### config.mk
export PLATFORM = sky130hd
export DESIGN_NAME = dla_top
export DESIGN_NICKNAME = d
export VERILOG_FILES = /design/src/inc/dla_pkg.sv /design/src/hdl/dla_top.sv
export SDC_FILE = /design/constraint.sdc
export NUM_CORES = 1
export LEC_CHECK = 0
export BUFFER_PORTS_ARGS = -buffer_cell sky130_fd_sc_hd__buf_2
export CELL_PAD_IN_SITES_DETAIL_PLACEMENT = 0
export CELL_PAD_IN_SITES_GLOBAL_PLACEMENT = 1
export CORE_UTILIZATION = 44
export CTS_CLUSTER_DIAMETER = 150
export DETAILED_ROUTE_END_ITERATION = 10
export PLACE_DENSITY_LB_ADDON = 0.25
export SYNTH_ARGS = -nofsm -noshare
export SYNTH_HDL_FRONTEND = slang
export SYNTH_SLANG_ARGS = --single-unit
### constraint.sdc
create_clock -name clock -period 19.75 [get_ports clock]
set_input_delay 0.9875 -clock clock [delete_from_list [all_inputs] [get_ports clock]]
set_output_delay 0.9875 -clock clock [all_outputs]
set_load 0.01 [all_outputs]
### src/inc/dla_pkg.sv
// Package for the data link area allocator.
// Holds parameter word layout, fixed area ranges and table limits.
package dla_pkg;

	// Parameter word field positions
	localparam int DLA_START_BIT = 0;
	localparam int DLA_MODE_LO = 4;
	localparam int DLA_MODE_HI = 5;
	localparam int DLA_SIZE_LO = 6;
	localparam int DLA_SIZE_HI = 7;

	// Parameter word location: base + stride x unit number
	localparam logic [15:0] DLA_PARAM_BASE = 16'h7530;
	localparam logic [15:0] DLA_PARAM_STRIDE = 16'h0064;
	localparam logic [15:0] DLA_PARAM_RESET = 16'h0000;

	// Mode codes (bits 5:4)
	localparam logic [1:0] DLA_MODE_MANUAL = 2'h0;
	localparam logic [1:0] DLA_MODE_IO_ONLY = 2'h1;
	localparam logic [1:0] DLA_MODE_DM_ONLY = 2'h2;
	localparam logic [1:0] DLA_MODE_BOTH = 2'h3;

	// Fixed automatic ranges
	localparam logic [15:0] DLA_AUTO_IO_BASE = 16'h03E8;
	localparam logic [15:0] DLA_AUTO_IO_LAST = 16'h0427;
	localparam logic [15:0] DLA_AUTO_DM_BASE = 16'h0000;
	localparam logic [15:0] DLA_AUTO_DM_LAST = 16'h007F;

	// Manual limits
	localparam logic [15:0] DLA_IO_AREA_LAST = 16'h17FF;
	localparam logic [15:0] DLA_DM_AREA_LAST = 16'h7FFF;
	localparam logic [7:0] DLA_MAX_WORDS = 8'hFE;
	localparam logic [5:0] DLA_MAX_NODES = 6'h3E;
	localparam logic [5:0] DLA_MIN_NODES = 6'h02;

	// Automatic io words per node for size code 0; doubles per code step
	localparam logic [6:0] DLA_AUTO_IO_WORDS0 = 7'h04;
	// Automatic node count for size code 0; halves per code step
	localparam logic [5:0] DLA_AUTO_NODES0 = 6'h10;

	typedef enum logic [2:0] {
		DLA_IDLE = 3'b001,
		DLA_RUN = 3'b010,
		DLA_FAULT = 3'b100
	} dla_state_e;

endpackage

### src/hdl/dla_top.sv
// Data link area allocator: decodes the link parameter word and derives node allocation.
// Assumes synchronous inputs; host memory writes arrive as a strobe with data.
`timescale 1ns/1ps
`default_nettype none

module dla_top
	import dla_pkg::*;
(
	input wire logic clock, // 20 MHz clock
	input wire logic sys_rst, // Synchronous reset, high
	input wire logic clk_en, // Freezes all state when low
	input wire logic [3:0] unit_no, // Unit number
	input wire logic [5:0] node_addr, // Local node address
	input wire logic is_startup, // This node starts the links
	input wire logic param_we, // Host writes parameter word
	input wire logic [15:0] param_wdata, // Parameter word write data
	input wire logic [15:0] net_param, // Parameter word from startup node
	input wire logic [5:0] man_nodes, // Manual table node count
	input wire logic [7:0] man_tx_io, // Manual io words sent
	input wire logic [7:0] man_tx_dm, // Manual dm words sent
	input wire logic [7:0] man_rx_io, // Manual io words received
	input wire logic [7:0] man_rx_dm, // Manual dm words received
	input wire logic [15:0] man_io_start, // Manual io area start
	input wire logic [15:0] man_dm_start, // Manual dm area start
	input wire logic man_table_ok, // Manual table present
	input wire logic man_contig, // Manual areas leave no gaps
	output logic [15:0] param_addr, // Word address of parameter word
	output logic [15:0] param_rdata, // Parameter word readback
	output logic links_running, // Links active
	output logic cfg_error, // Settings invalid
	output logic auto_mode, // Automatic tables in use
	output logic io_en, // io_word_area linked
	output logic dm_en, // data_memory_area linked
	output logic [5:0] node_count, // Linked nodes
	output logic node_linked, // Local node takes part
	output logic [7:0] io_words, // io words for local node
	output logic [7:0] dm_words, // dm words for local node
	output logic [7:0] io_rx_words, // io words received
	output logic [7:0] dm_rx_words, // dm words received
	output logic [15:0] io_start, // Local io area start
	output logic [15:0] dm_start, // Local dm area start
	output logic backup_we // Pulse: copy manual table to host
);

	logic [15:0] param_ff;
	logic start_d_ff;
	dla_state_e state_ff, nxt_state;
	logic [15:0] eff_param;
	logic start_bit, start_rise;
	logic [1:0] mode;
	logic [1:0] size;
	logic [5:0] n_cnt;
	logic [6:0] io_per;
	logic [7:0] dm_per;
	logic [15:0] io_base, dm_base;
	logic in_link, cfg_ok;

	function automatic logic [15:0] dla_end(input logic [15:0] base, input logic [7:0] len);
		dla_end = base + {8'h00, len} - 16'h0001;
	endfunction

	function automatic logic dla_fits(input logic [15:0] base, input logic [7:0] len, input logic [15:0] last);
		logic [16:0] e;
		e = {1'b0, base} + {9'h000, len};
		dla_fits = (len == 8'h00) || (e <= {1'b0, last} + 17'h0_0001);
	endfunction

	assign param_addr = DLA_PARAM_BASE + 16'(DLA_PARAM_STRIDE * {12'h000, unit_no});
	assign param_rdata = param_ff;

	always_ff @(posedge clock) begin
		if (sys_rst) begin
			param_ff <= DLA_PARAM_RESET;
		end else if (clk_en && param_we) begin
			param_ff <= param_wdata;
		end
	end

	// Startup node's word governs mode and size
	assign eff_param = is_startup ? param_ff : net_param;
	assign start_bit = param_ff[DLA_START_BIT];
	assign start_rise = start_bit && !start_d_ff;
	assign mode = eff_param[DLA_MODE_HI:DLA_MODE_LO];
	assign size = eff_param[DLA_SIZE_HI:DLA_SIZE_LO];

	always_ff @(posedge clock) begin
		if (sys_rst) begin
			start_d_ff <= 1'b0;
		end else if (clk_en) begin
			start_d_ff <= start_bit;
		end
	end

	// Automatic allocation from size code
	always_comb begin
		io_per = DLA_AUTO_IO_WORDS0 << size;
		dm_per = {io_per, 1'b0};
		n_cnt = DLA_AUTO_NODES0 >> size;
		in_link = (node_addr != 6'h00) && (node_addr <= n_cnt);
		io_base = DLA_AUTO_IO_BASE + 16'((node_addr - 6'h01) * io_per);
		dm_base = DLA_AUTO_DM_BASE + 16'((node_addr - 6'h01) * dm_per);
	end

	// Validity of the selected settings
	always_comb begin
		if (mode == DLA_MODE_MANUAL) begin
			cfg_ok = man_table_ok && man_contig
				&& (man_nodes >= DLA_MIN_NODES) && (man_nodes <= DLA_MAX_NODES)
				&& (man_tx_io <= DLA_MAX_WORDS) && (man_tx_dm <= DLA_MAX_WORDS)
				&& (man_rx_io <= DLA_MAX_WORDS) && (man_rx_dm <= DLA_MAX_WORDS)
				&& dla_fits(man_io_start, man_tx_io, DLA_IO_AREA_LAST)
				&& dla_fits(man_dm_start, man_tx_dm, DLA_DM_AREA_LAST);
		end else begin
			// Fixed ranges; a node past the count sits out
			// While the rest of the network still runs
			cfg_ok = !in_link || ((dla_end(io_base, {1'b0, io_per}) <= DLA_AUTO_IO_LAST)
				&& (dla_end(dm_base, dm_per) <= DLA_AUTO_DM_LAST));
		end
	end

	always_comb begin
		nxt_state = state_ff;
		unique case (state_ff)
			DLA_IDLE: begin
				if (start_rise) begin
					nxt_state = cfg_ok ? DLA_RUN : DLA_FAULT;
				end
			end
			DLA_RUN, DLA_FAULT: begin
				if (!start_bit) begin
					nxt_state = DLA_IDLE;
				end
			end
			default: nxt_state = DLA_IDLE;
		endcase
	end

	always_ff @(posedge clock) begin
		if (sys_rst) begin
			state_ff <= DLA_IDLE;
		end else if (clk_en) begin
			state_ff <= nxt_state;
		end
	end

	assign links_running = (state_ff == DLA_RUN);
	assign cfg_error = (state_ff == DLA_FAULT);

	// Allocation latched on accepted start, held through the run
	always_ff @(posedge clock) begin
		if (sys_rst) begin
			auto_mode <= 1'b0;
			io_en <= 1'b0;
			dm_en <= 1'b0;
			node_count <= 6'h00;
			node_linked <= 1'b0;
			io_words <= 8'h00;
			dm_words <= 8'h00;
			io_rx_words <= 8'h00;
			dm_rx_words <= 8'h00;
			io_start <= 16'h0000;
			dm_start <= 16'h0000;
		end else if (clk_en && state_ff == DLA_IDLE && start_rise && cfg_ok) begin
			if (mode == DLA_MODE_MANUAL) begin
				auto_mode <= 1'b0;
				io_en <= (man_tx_io != 8'h00) || (man_rx_io != 8'h00);
				dm_en <= (man_tx_dm != 8'h00) || (man_rx_dm != 8'h00);
				node_count <= man_nodes;
				node_linked <= 1'b1;
				io_words <= man_tx_io;
				dm_words <= man_tx_dm;
				io_rx_words <= man_rx_io;
				dm_rx_words <= man_rx_dm;
				io_start <= man_io_start;
				dm_start <= man_dm_start;
			end else begin
				auto_mode <= 1'b1;
				io_en <= (mode != DLA_MODE_DM_ONLY);
				dm_en <= (mode != DLA_MODE_IO_ONLY);
				node_count <= n_cnt;
				node_linked <= in_link;
				io_words <= (mode != DLA_MODE_DM_ONLY) ? {1'b0, io_per} : 8'h00;
				dm_words <= (mode != DLA_MODE_IO_ONLY) ? dm_per : 8'h00;
				io_rx_words <= (mode != DLA_MODE_DM_ONLY) ? 8'((n_cnt - 6'h01) * io_per) : 8'h00;
				dm_rx_words <= (mode != DLA_MODE_IO_ONLY) ? 8'((n_cnt - 6'h01) * dm_per) : 8'h00;
				io_start <= io_base;
				dm_start <= dm_base;
			end
		end
	end

	// Manual table copied to host settings area at start
	always_ff @(posedge clock) begin
		if (sys_rst) begin
			backup_we <= 1'b0;
		end else if (clk_en) begin
			backup_we <= (state_ff == DLA_IDLE) && start_rise && cfg_ok && (mode == DLA_MODE_MANUAL);
		end
	end

endmodule

`default_nettype wire

==> impl_metrics.csv, run 1 <==
group,metric,value,unit
placement,place_inst,1586,
critical_path,critical_path.slowest_cell,"buf_4",
synthesis,synth_top_cells_by_area,"dfxtp_1, ha_1, fa_1",
grt,grt_max_degree,68,
routing,drtIter0Drc,546,
clock_tree,cts_root_buf,"clkbuf_16",
power_and_ir_drop,ir_drop,0.0509,mV
layout,syn2layout_area_growth,16.2,%
floorplan,num_rows,53,
floorplan,core_area,21000,µm²
synthesis,yosys_warnings,0,
synthesis,synthTopCellsByCount,"ha_1, inv_1, nand2_1",
sta,min_period,8.74,ns
grt,antenna_found_initial,1,
power_and_ir_drop,powerDensity,76.1,nW/µm²
power_and_ir_drop,p_leak,0.00547,µW
routing,totalWireLength,29.3,mm
critical_path,crit_path_start_kind,"input pin",
synthesis,synthCells,1150,
routing,vias,9340,
grt,grt-ovfl-total,0,
sta,finalHoldViolCount,0,
critical_path,path_max_fanout,47,
floorplan,dieArea,22100,µm²
clock_tree,clock_latency,0.36,ns
floorplan,io_pins,228,
synthesis,synth.distinct_cells,74,
layout,multi_input_area,6840,µm²
synthesis,synth_top_cell_by_area,"dfxtp_1",
sta,fin_ws,11.01,ns
routing,firstDrtPassIters,6,
sta,drv_slew,0,
clock_tree,cts_buffers,9,
critical_path,crit_arrival,8.94,ns
clock_tree,ctsResizeCount,0,
clock_tree,clock_path_buffers,2,
sta,fmax,114,MHz
sta,setup_violations,0,
critical_path,slowest_delay,0.56,ns
critical_path,cp.required,19.95,ns
sta,clock_skew,0.00835,ns
critical_path,cp_common_cell,"ha_1",
sta,worst_slew_pin_slew,1.03,ns
routing,drt-wirelength-per-cell,18.3,µm
critical_path,reg2reg_slack,11.38,ns
routing,antenna_left,0,
floorplan,die_x,149,µm
clock_tree,postCtsHoldBufs,0,
clock_tree,htreeDepth,3,
synthesis,synth_edf_count,0,
synthesis,synthFlopType,"dfxtp_1",
routing,route.detailed.drc,0,
sta,period_share,44.3,%
critical_path,worstSetupPathType,"input pin to flip-flop",
run,drv_cap,0,
synthesis,netlist_area,9460,µm²
placement,post-place-ws,10.57,ns
clock_tree,postCtsSetupRepairBufs,0,
grt,grt.total_usage,26.7,%
sta,setup_tns,0,ns
sta,slew_headroom,31.7,%
layout,fillers,2053,
clock_tree,cts_tree,"yes",
grt,grt_first_pass_wirelength,46.6,mm
synthesis,yosysSeqAreaShare,20.1,%
layout,regArea,1900,µm²
grt,grt_pass1_vias,8842,
placement,gp_congestion,0.876,
placement,dpl.hpwl,22.8,mm
placement,io_buffers,209,
synthesis,yosysTopAreaCellShare,20.1,%
synthesis,async_flop_share,0,%
floorplan,die-height,149,µm
critical_path,cp-end-kind,"flip-flop",
synthesis,synth-seq-cells,95,
routing,vias_per_cell,5.82,
floorplan,initial_core_util,45.0,%
layout,drive_gt1_share,19.7,%
layout,fin_nets,1596,
clock_tree,clock_sinks,95,
layout,fin_cells,1604,
clock_tree,clk_pin_slew_worst_paths,0.07,ns
sta,rsz0062_at_grt,"false",
run_status,outcome,"finished clean",
synthesis,post_synth.cell_area_avg,8.23,µm²
min_path,min_path_type,"flip-flop to flip-flop",
-- flip-flops by register name, summed over array words and instances (netlist names) --
signal	cells
auto_mode	1
backup_we	1
dm_en	1
dm_rx_words	8
dm_start	16
dm_words	8
io_en	1
io_rx_words	8
io_start	16
io_words	8
node_count	6
node_linked	1
param_rdata	16
start_d_ff	1
state_ff	3
-- report_power, final --
group / internal, µW / switching, µW / leakage, µW
Sequential: 195 / 2.61 / 0.000768
Clock: 87.8 / 84.2 / 0.000129
Combinational: 191 / 275 / 0.00457
-- path summary, 6_finish.rpt --
check | start | end | cells past startpoint
min reg2reg | param_rdata[1]$_SDFFE_PP0P_ | param_rdata[1]$_SDFFE_PP0P_ | 2
max reg2reg | param_rdata[7]$_SDFFE_PP0P_ | io_start[7]$_SDFFE_PP0P_ | 29
max | node_addr[0] | io_start[7]$_SDFFE_PP0P_ | 31
min | param_rdata[1]$_SDFFE_PP0P_ | param_rdata[1]$_SDFFE_PP0P_ | 2
-- kinds of logic after synthesis --
group           synth area share [%]
compound gates                  26.8
xor+xnor                        4.25
fa+ha+maj                       23.5
buf+inv                         8.04
flops                           20.1
mux                             2.04
other cells                   0.0794
simple gates                    15.2
-- layer usage --
metal  wire, µm  track usage, %  up-vias
li1           -               -     4571
met1      13500            37.0     4358
met2      12900            41.5      370
met3       2350            5.15       41
met4        628            8.56        0
met5          0               0        -
-- critical path: cells and delay by family --
kind / cells / cell delay [ns]
buf+inv: 7 / 1.44
fa+ha+maj: 7 / 2.43
compound gates: 9 / 1.80
xor+xnor: 1 / 0.28
simple gates: 7 / 1.95
-- per-stage QoR --
stage,util [%],power (µW),cell area (µm²),hold WS [ns]
after global placement,50.9,658,10700,0.440
after global routing,52.3,908,11000,0.475
after detailed placement,50.9,662,10700,0.444
final,52.3,836,11000,0.454
after CTS,52.2,835,11000,0.454
after floorplan,-,549,9480,0.478
-- cell usage in the layout, fill, tap and decap left out, types with 17 or more instances in the layout --
cell type  instances
a211oi_1          67
o2111a_1          18
nand3_1           18
ha_1             117
mux2i_1           17
buf_2            209
o21ai_0           26
inv_1            117
fa_1              38
dfxtp_1           95
a21o_1            17
a21oi_1           80
a311oi_1          20
a41o_1            20
xnor2_1           32
nor2_1            61
nand2_1          117
-- area by class of cell --
| cell class | count | share of cell area, % |
|---|---|---|
| Clock buffer | 10 | 2.08 |
| Tap cell | 275 | 3.13 |
| Timing Repair Buffer | 224 | 10.5 |
| Antenna cell | 2 | 0.0456 |
| Sequential cell | 95 | 17.3 |
| Inverter | 120 | 4.10 |
| Multi-Input combinational cell | 872 | 62.3 |
| Clock inverter | 6 | 0.490 |
Power figures use the tool's default switching activity.
==> run 2, diff against run 1 <==
--- a/config.mk
+++ b/config.mk
@@ -8,7 +8,7 @@
 export BUFFER_PORTS_ARGS = -buffer_cell sky130_fd_sc_hd__buf_2
 export CELL_PAD_IN_SITES_DETAIL_PLACEMENT = 0
 export CELL_PAD_IN_SITES_GLOBAL_PLACEMENT = 1
-export CORE_UTILIZATION = 44
+export CORE_UTILIZATION = 37
 export CTS_CLUSTER_DIAMETER = 150
 export DETAILED_ROUTE_END_ITERATION = 10
 export PLACE_DENSITY_LB_ADDON = 0.25
==> constraint.sdc (replaced) <==
create_clock -name clock -period 7.06 [get_ports clock]
set_input_delay 0.353 -clock clock [delete_from_list [all_inputs] [get_ports clock]]
set_output_delay 0.353 -clock clock [all_outputs]
set_load 0.01 [all_outputs]
==> impl_metrics.csv, run 2 (synthesis gave the netlist of run 1 again) <==
group,metric,value,unit
floorplan,num_rows,58,
critical_path,cp.required,7.25,ns
sta,fin_ws,0.319,ns
routing,top_layer_used,"met5",
power_and_ir_drop,ir_drop,0.167,mV
floorplan,core_area,25100,µm²
critical_path,cp_common_cell,"ha_4",
clock_tree,cts_buffers,9,
min_path,worstHoldPathCells,3,
grt,grt-ovfl-total,0,
layout,final_util,49.7,%
routing,vias_per_cell,5.48,
sta,clock_skew,0.0104,ns
critical_path,slowest_delay,0.59,ns
sta,worst_slew_pin_slew,1.04,ns
placement,io_buffers,209,
critical_path,reg2reg_slack,0.32,ns
floorplan,die_x,162,µm
routing,drt-wirelength-per-cell,17.9,µm
routing,drt-met1-wl,14.8,mm
run_status,outcome,"finished clean",
layout,drive_gt1_share,30.0,%
floorplan,io_pins,228,
critical_path,r2r_end,"dm_start[8]$_SDFFE_PP0P_",
routing,antenna_left,0,
clock_tree,clock_path_buffers,2,
clock_tree,cts_root_buf,"clkbuf_16",
layout,stdcell_area,12500,µm²
sta,min_period,6.74,ns
power_and_ir_drop,pwr-share-clk,18.4,%
layout,final_common_cell,"buf_2",
critical_path,crit_arrival,6.93,ns
routing,totalWireLength,31.9,mm
placement,post-place-ws,-0.259,ns
clock_tree,htreeDepth,3,
min_path,holdCritStartpoint,"param_wdata[4]",
critical_path,cp-end-kind,"flip-flop",
critical_path,worstSetupPathType,"flip-flop to flip-flop",
layout,fin_cells,1782,
clock_tree,postCtsHoldBufs,0,
routing,vias,9768,
layout,syn2layout_area_growth,31.9,%
grt,grt_first_pass_wirelength,48.6,mm
grt,grt_pass1_vias,8935,
routing,firstDrtPassIters,5,
routing,dr_wl_met2,14.4,mm
power_and_ir_drop,swShare,41.8,%
clock_tree,clock_latency,0.36,ns
placement,place_inst,1752,
routing,drtIter0Drc,625,
routing,route.detailed.drc,0,
placement,gp_congestion,0.891,
placement,dpl.hpwl,24.8,mm
sta,fmax,148,MHz
power_and_ir_drop,p_leak,0.00616,µW
power_and_ir_drop,power.internal,1530,µW
run,drv_cap,0,
grt,grt_max_degree,68,
sta,drv_slew,0,
routing,met3_length,2.17,mm
floorplan,initial_core_util,37.7,%
sta,period_share,95.5,%
power_and_ir_drop,p_switching,1100,µW
critical_path,critPathTopFamily,"adder cells",
critical_path,crit_path_start_kind,"flip-flop",
power_and_ir_drop,combPwrFrac,60.6,%
min_path,whs_endpoint,"param_rdata[4]$_SDFFE_PP0P_",
critical_path,path_max_fanout,8,
critical_path,worst-path-buf-inv,7,
placement,placed_area,11700,µm²
sta,finalHoldViolCount,0,
sta,slew_headroom,30.6,%
floorplan,die-height,162,µm
clock_tree,clock_sinks,95,
critical_path,reg2reg_from,"param_rdata[6]$_SDFFE_PP0P_",
layout,antenna_cells,0,
layout,final_cell_mix,"buf_2, buf_4, nand2_1",
critical_path,r2r_cells,28,
grt,grt.total_usage,23.6,%
floorplan,dieArea,26200,µm²
min_path,min_path_type,"input pin to flip-flop",
power_and_ir_drop,seq_power_share,21.0,%
power_and_ir_drop,powerDensity,211,nW/µm²
clock_tree,cts_tree,"yes",
critical_path,critical_path.slowest_cell,"or4_4",
layout,fin_nets,1721,
clock_tree,clk_pin_slew_worst_paths,0.07,ns
sta,setup_violations,0,
grt,antenna_found_initial,1,
==> run 2: power by group through the flow <==
stage                     clock network [µW]  registers [µW]  logic [µW]
final                                    484             553        1590
after CTS                                492             553        1500
after detailed placement                   0             566        1480
after global routing                     509             555        1770
after floorplan                            0             570         965
after global placement                     0             565        1480
==> run 2: timing repair <==
| item | CTS | global route |
|---|---|---|
| setup endpoints to repair | 73 | 77 |
| resized for setup | 4 | 50 |
| pin swaps | 0 | 34 |
| gates cloned | 0 | 4 |
| buffers inserted | 0 | 10 |
==> run 2: cell type report <==
| class | instances | area (µm²) |
|---|---|---|
| Clock buffer | 10 | 229 |
| Clock inverter | 6 | 51.3 |
| Fill cell | 2494 | 12600 |
| Inverter | 120 | 450 |
| Multi-Input combinational cell | 872 | 7150 |
| Sequential cell | 95 | 1900 |
| Tap cell | 330 | 413 |
| Timing Repair Buffer | 349 | 2280 |
==> run 2: worst max-delay path by stage <==
stage	start	endpoint	slack [ns]	cells after the start
2_1_floorplan	is_startup	dm_rx_words[0]$_SDFFE_PP0P_	0.16	29
3_3_place_gp	node_addr[0]	io_rx_words[0]$_SDFFE_PP0P_	-0.13	28
3_5_place_dp	node_addr[0]	dm_words[1]$_SDFFE_PP0P_	-0.26	29
4_1_cts	param_rdata[6]$_SDFFE_PP0P_	dm_words[1]$_SDFFE_PP0P_	0.06	28
5_1_grt	node_addr[0]	dm_start[0]$_SDFFE_PP0P_	-0.03	30
6_report	param_rdata[6]$_SDFFE_PP0P_	dm_start[8]$_SDFFE_PP0P_	0.32	28
==> run 2: worst min-delay path, cell delays in order <==
cell and delay (ns):
buf_2 0.10, nand2_1 0.04, a21oi_1 0.05
==> run 2: metal layers <==
layer | vias up | global-route usage, %
met5 | - | 0
met4 | 2 | 5.92
met3 | 34 | 3.78
met2 | 365 | 37.1
met1 | 4572 | 33.4
li1 | 4795 | -
==> run 2: through the flow <==
step	setup TNS [ns]	hold WS (ns)	power, µW
finish	0	0.222	2630
global placement	-7.53	0.440	2040
CTS	0	0.213	2540
floorplan	0	0.478	1530
detailed placement	-13.67	0.448	2050
global route	-0.151	0.223	2840
==> run 3, diff against run 2 <==
--- a/config.mk
+++ b/config.mk
@@ -6,11 +6,10 @@
 export NUM_CORES = 1
 export LEC_CHECK = 0
 export BUFFER_PORTS_ARGS = -buffer_cell sky130_fd_sc_hd__buf_2
-export CELL_PAD_IN_SITES_DETAIL_PLACEMENT = 0
-export CELL_PAD_IN_SITES_GLOBAL_PLACEMENT = 1
-export CORE_UTILIZATION = 37
+export CORE_UTILIZATION = 50
 export CTS_CLUSTER_DIAMETER = 150
 export DETAILED_ROUTE_END_ITERATION = 10
+export MAX_ROUTING_LAYER = met4
 export PLACE_DENSITY_LB_ADDON = 0.25
 export SYNTH_ARGS = -nofsm -noshare
 export SYNTH_HDL_FRONTEND = slang
==> impl_metrics.csv, run 3 (synthesis gave the netlist of run 1 again) <==
group,metric,value,unit
run,drv_cap,0,
sta,finalHoldViolCount,0,
floorplan,io_pins,228,
clock_tree,clock_latency,0.36,ns
routing,antenna_left,0,
run_status,outcome,"finished clean",
layout,final_common_cell,"buf_2",
grt,met3_usage,6.16,%
floorplan,num_rows,49,
critical_path,critical_path.slowest_cell,"fa_1",
power_and_ir_drop,seq_power_share,21.5,%
min_path,holdCritStartpoint,"param_wdata[3]",
layout,fin_cells,1660,
power_and_ir_drop,power.internal,1510,µW
critical_path,path_max_fanout,12,
power_and_ir_drop,swShare,41.4,%
sta,setup_tns,0,ns
critical_path,reg2reg_slack,0.30,ns
routing,totalWireLength,29.5,mm
critical_path,reg2reg_from,"param_rdata[7]$_SDFFE_PP0P_",
placement,place_inst,1636,
sta,period_share,95.8,%
grt,grt.busiest_layer,"met2",
grt,antenna_found_initial,2,
floorplan,core_area,18300,µm²
routing,drt-wirelength-per-cell,17.8,µm
clock_tree,clk_pin_slew_worst_paths,0.07,ns
sta,clock_skew,0.0141,ns
power_and_ir_drop,combPwrFrac,58.5,%
sta,slew_headroom,27.2,%
power_and_ir_drop,p_leak,0.00602,µW
critical_path,cp_common_cell,"buf_4",
layout,fin_nets,1697,
critical_path,worstSetupPathType,"flip-flop to flip-flop",
floorplan,dieArea,19500,µm²
layout,final_cell_mix,"buf_2, inv_1, nand2_1, ha_1, buf_4",
clock_tree,clock_sinks,95,
critical_path,cp.required,7.31,ns
grt,grt_pass1_vias,9218,
routing,firstDrtPassIters,6,
floorplan,initial_core_util,51.8,%
clock_tree,cts_buffers,9,
routing,route.detailed.drc,0,
routing,drtIter0Drc,831,
floorplan,die-height,140,µm
power_and_ir_drop,p_switching,1060,µW
grt,grt-ovfl-total,0,
grt,grt_first_pass_wirelength,46.6,mm
critical_path,r2r_cells,31,
clock_tree,cts_root_buf,"clkbuf_16",
placement,io_buffers,209,
sta,setup_violations,0,
grt,grt.total_usage,30.8,%
critical_path,cp-end-kind,"flip-flop",
critical_path,crit_arrival,7.01,ns
floorplan,die_x,140,µm
min_path,worstHoldPathCells,3,
power_and_ir_drop,powerDensity,218,nW/µm²
grt,grt_max_degree,68,
critical_path,crit_path_start_kind,"flip-flop",
sta,min_period,6.76,ns
clock_tree,htreeDepth,3,
clock_tree,cts_tree,"yes",
layout,drive_gt1_share,26.5,%
sta,drv_slew,0,
placement,dpl.hpwl,23.0,mm
power_and_ir_drop,pwr-share-clk,20.0,%
placement,gp_congestion,0.910,
routing,vias_per_cell,5.93,
power_and_ir_drop,ir_drop,0.148,mV
grt,gr-usage-met1,40.1,%
layout,syn2layout_area_growth,25.0,%
critical_path,slowest_delay,0.55,ns
sta,fmax,148,MHz
clock_tree,clock_path_buffers,2,
sta,worst_slew_pin_slew,1.09,ns
routing,vias,9850,
min_path,whs_endpoint,"param_rdata[3]$_SDFFE_PP0P_",
grt,met2_usage,48.4,%
min_path,min_path_type,"input pin to flip-flop",
critical_path,r2r_end,"dm_rx_words[4]$_SDFFE_PP0P_",
[run 3: cell types whose count changed in the layout (fill, tap and decap cells not counted), moves of 4 or more]
cell,before,now
ha_4,8,0
buf_4,125,110
ha_2,4,0
ha_1,105,117
buf_12,10,2
[run 3: power groups by stage]
| stage | clock (µW) | sequential (µW) | combinational [µW] |
|---|---|---|---|
| 4_1_cts | 520 | 553 | 1460 |
| 2_1_floorplan | 0 | 570 | 965 |
| 5_1_grt | 541 | 555 | 1670 |
| 3_5_place_dp | 0 | 566 | 1450 |
| 6_report | 514 | 554 | 1510 |
| 3_3_place_gp | 0 | 565 | 1440 |
[run 3: cell type report]
cell class                      instances  area, µm²
Antenna cell                            3       7.51
Clock buffer                            9        225
Fill cell                            1582       6440
Timing Repair Buffer                  325       1960
Tap cell                              229        287
Clock inverter                          7       77.6
Multi-Input combinational cell        872       6920
Sequential cell                        95       1900
Inverter                              120        450
[run 3: metal layers]
layer | part of all wire (%) | vias to the layer above
met5 | 0 | -
met3 | 8.9 | 45
met4 | 2.2 | 0
li1 | - | 4760
met1 | 43 | 4615
met2 | 46 | 430
[run 3: critical path, delay by kind of cell (launching register included)]
kind	cells	cell delay [ns]
buffers and inverters	10	1.22
DFF	1	0.36
xor gates and xnor gates	1	0.17
AOI/OAI and AO/OA	10	1.81
adders and majority gates	7	2.43
and+or+nand+nor	3	0.64
[run 3: worst max-delay path by stage]
stage | startpoint | end | cells past startpoint | slack [ns]
floorplan | is_startup | dm_rx_words[0]$_SDFFE_PP0P_ | 29 | 0.16
global placement | node_addr[0] | io_words[6]$_SDFFE_PP0P_ | 29 | -0.05
detailed placement | node_addr[0] | dm_start[2]$_SDFFE_PP0P_ | 29 | -0.09
CTS | param_rdata[7]$_SDFFE_PP0P_ | dm_start[2]$_SDFFE_PP0P_ | 27 | 0.07
global route | param_rdata[7]$_SDFFE_PP0P_ | dm_start[5]$_SDFFE_PP0P_ | 30 | -0.05
finish | param_rdata[7]$_SDFFE_PP0P_ | dm_rx_words[4]$_SDFFE_PP0P_ | 31 | 0.30
[run 3: metrics by stage]
| stage | hold WS [ns] | util, % | setup slack [ns] | power, µW | area, µm² |
|---|---|---|---|---|---|
| final | 0.236 | 64.7 | 0.300 | 2570 | 11800 |
| after global routing | 0.228 | 64.7 | -0.0516 | 2770 | 11800 |
| after CTS | 0.219 | 64.0 | 0.0714 | 2530 | 11700 |
| after detailed placement | 0.443 | 62.3 | -0.0913 | 2010 | 11400 |
| after global placement | 0.438 | 62.3 | -0.0525 | 2000 | 11400 |
| after floorplan | 0.478 | - | 0.156 | 1530 | 9480 |
[run 3: what timing repair did]
item / 4_1_cts / 5_1_grt
buffers inserted: 0 / 4
gates resized for setup: 0 / 21
hold buffers: 0 / 0
setup endpoints to repair: 0 / 77
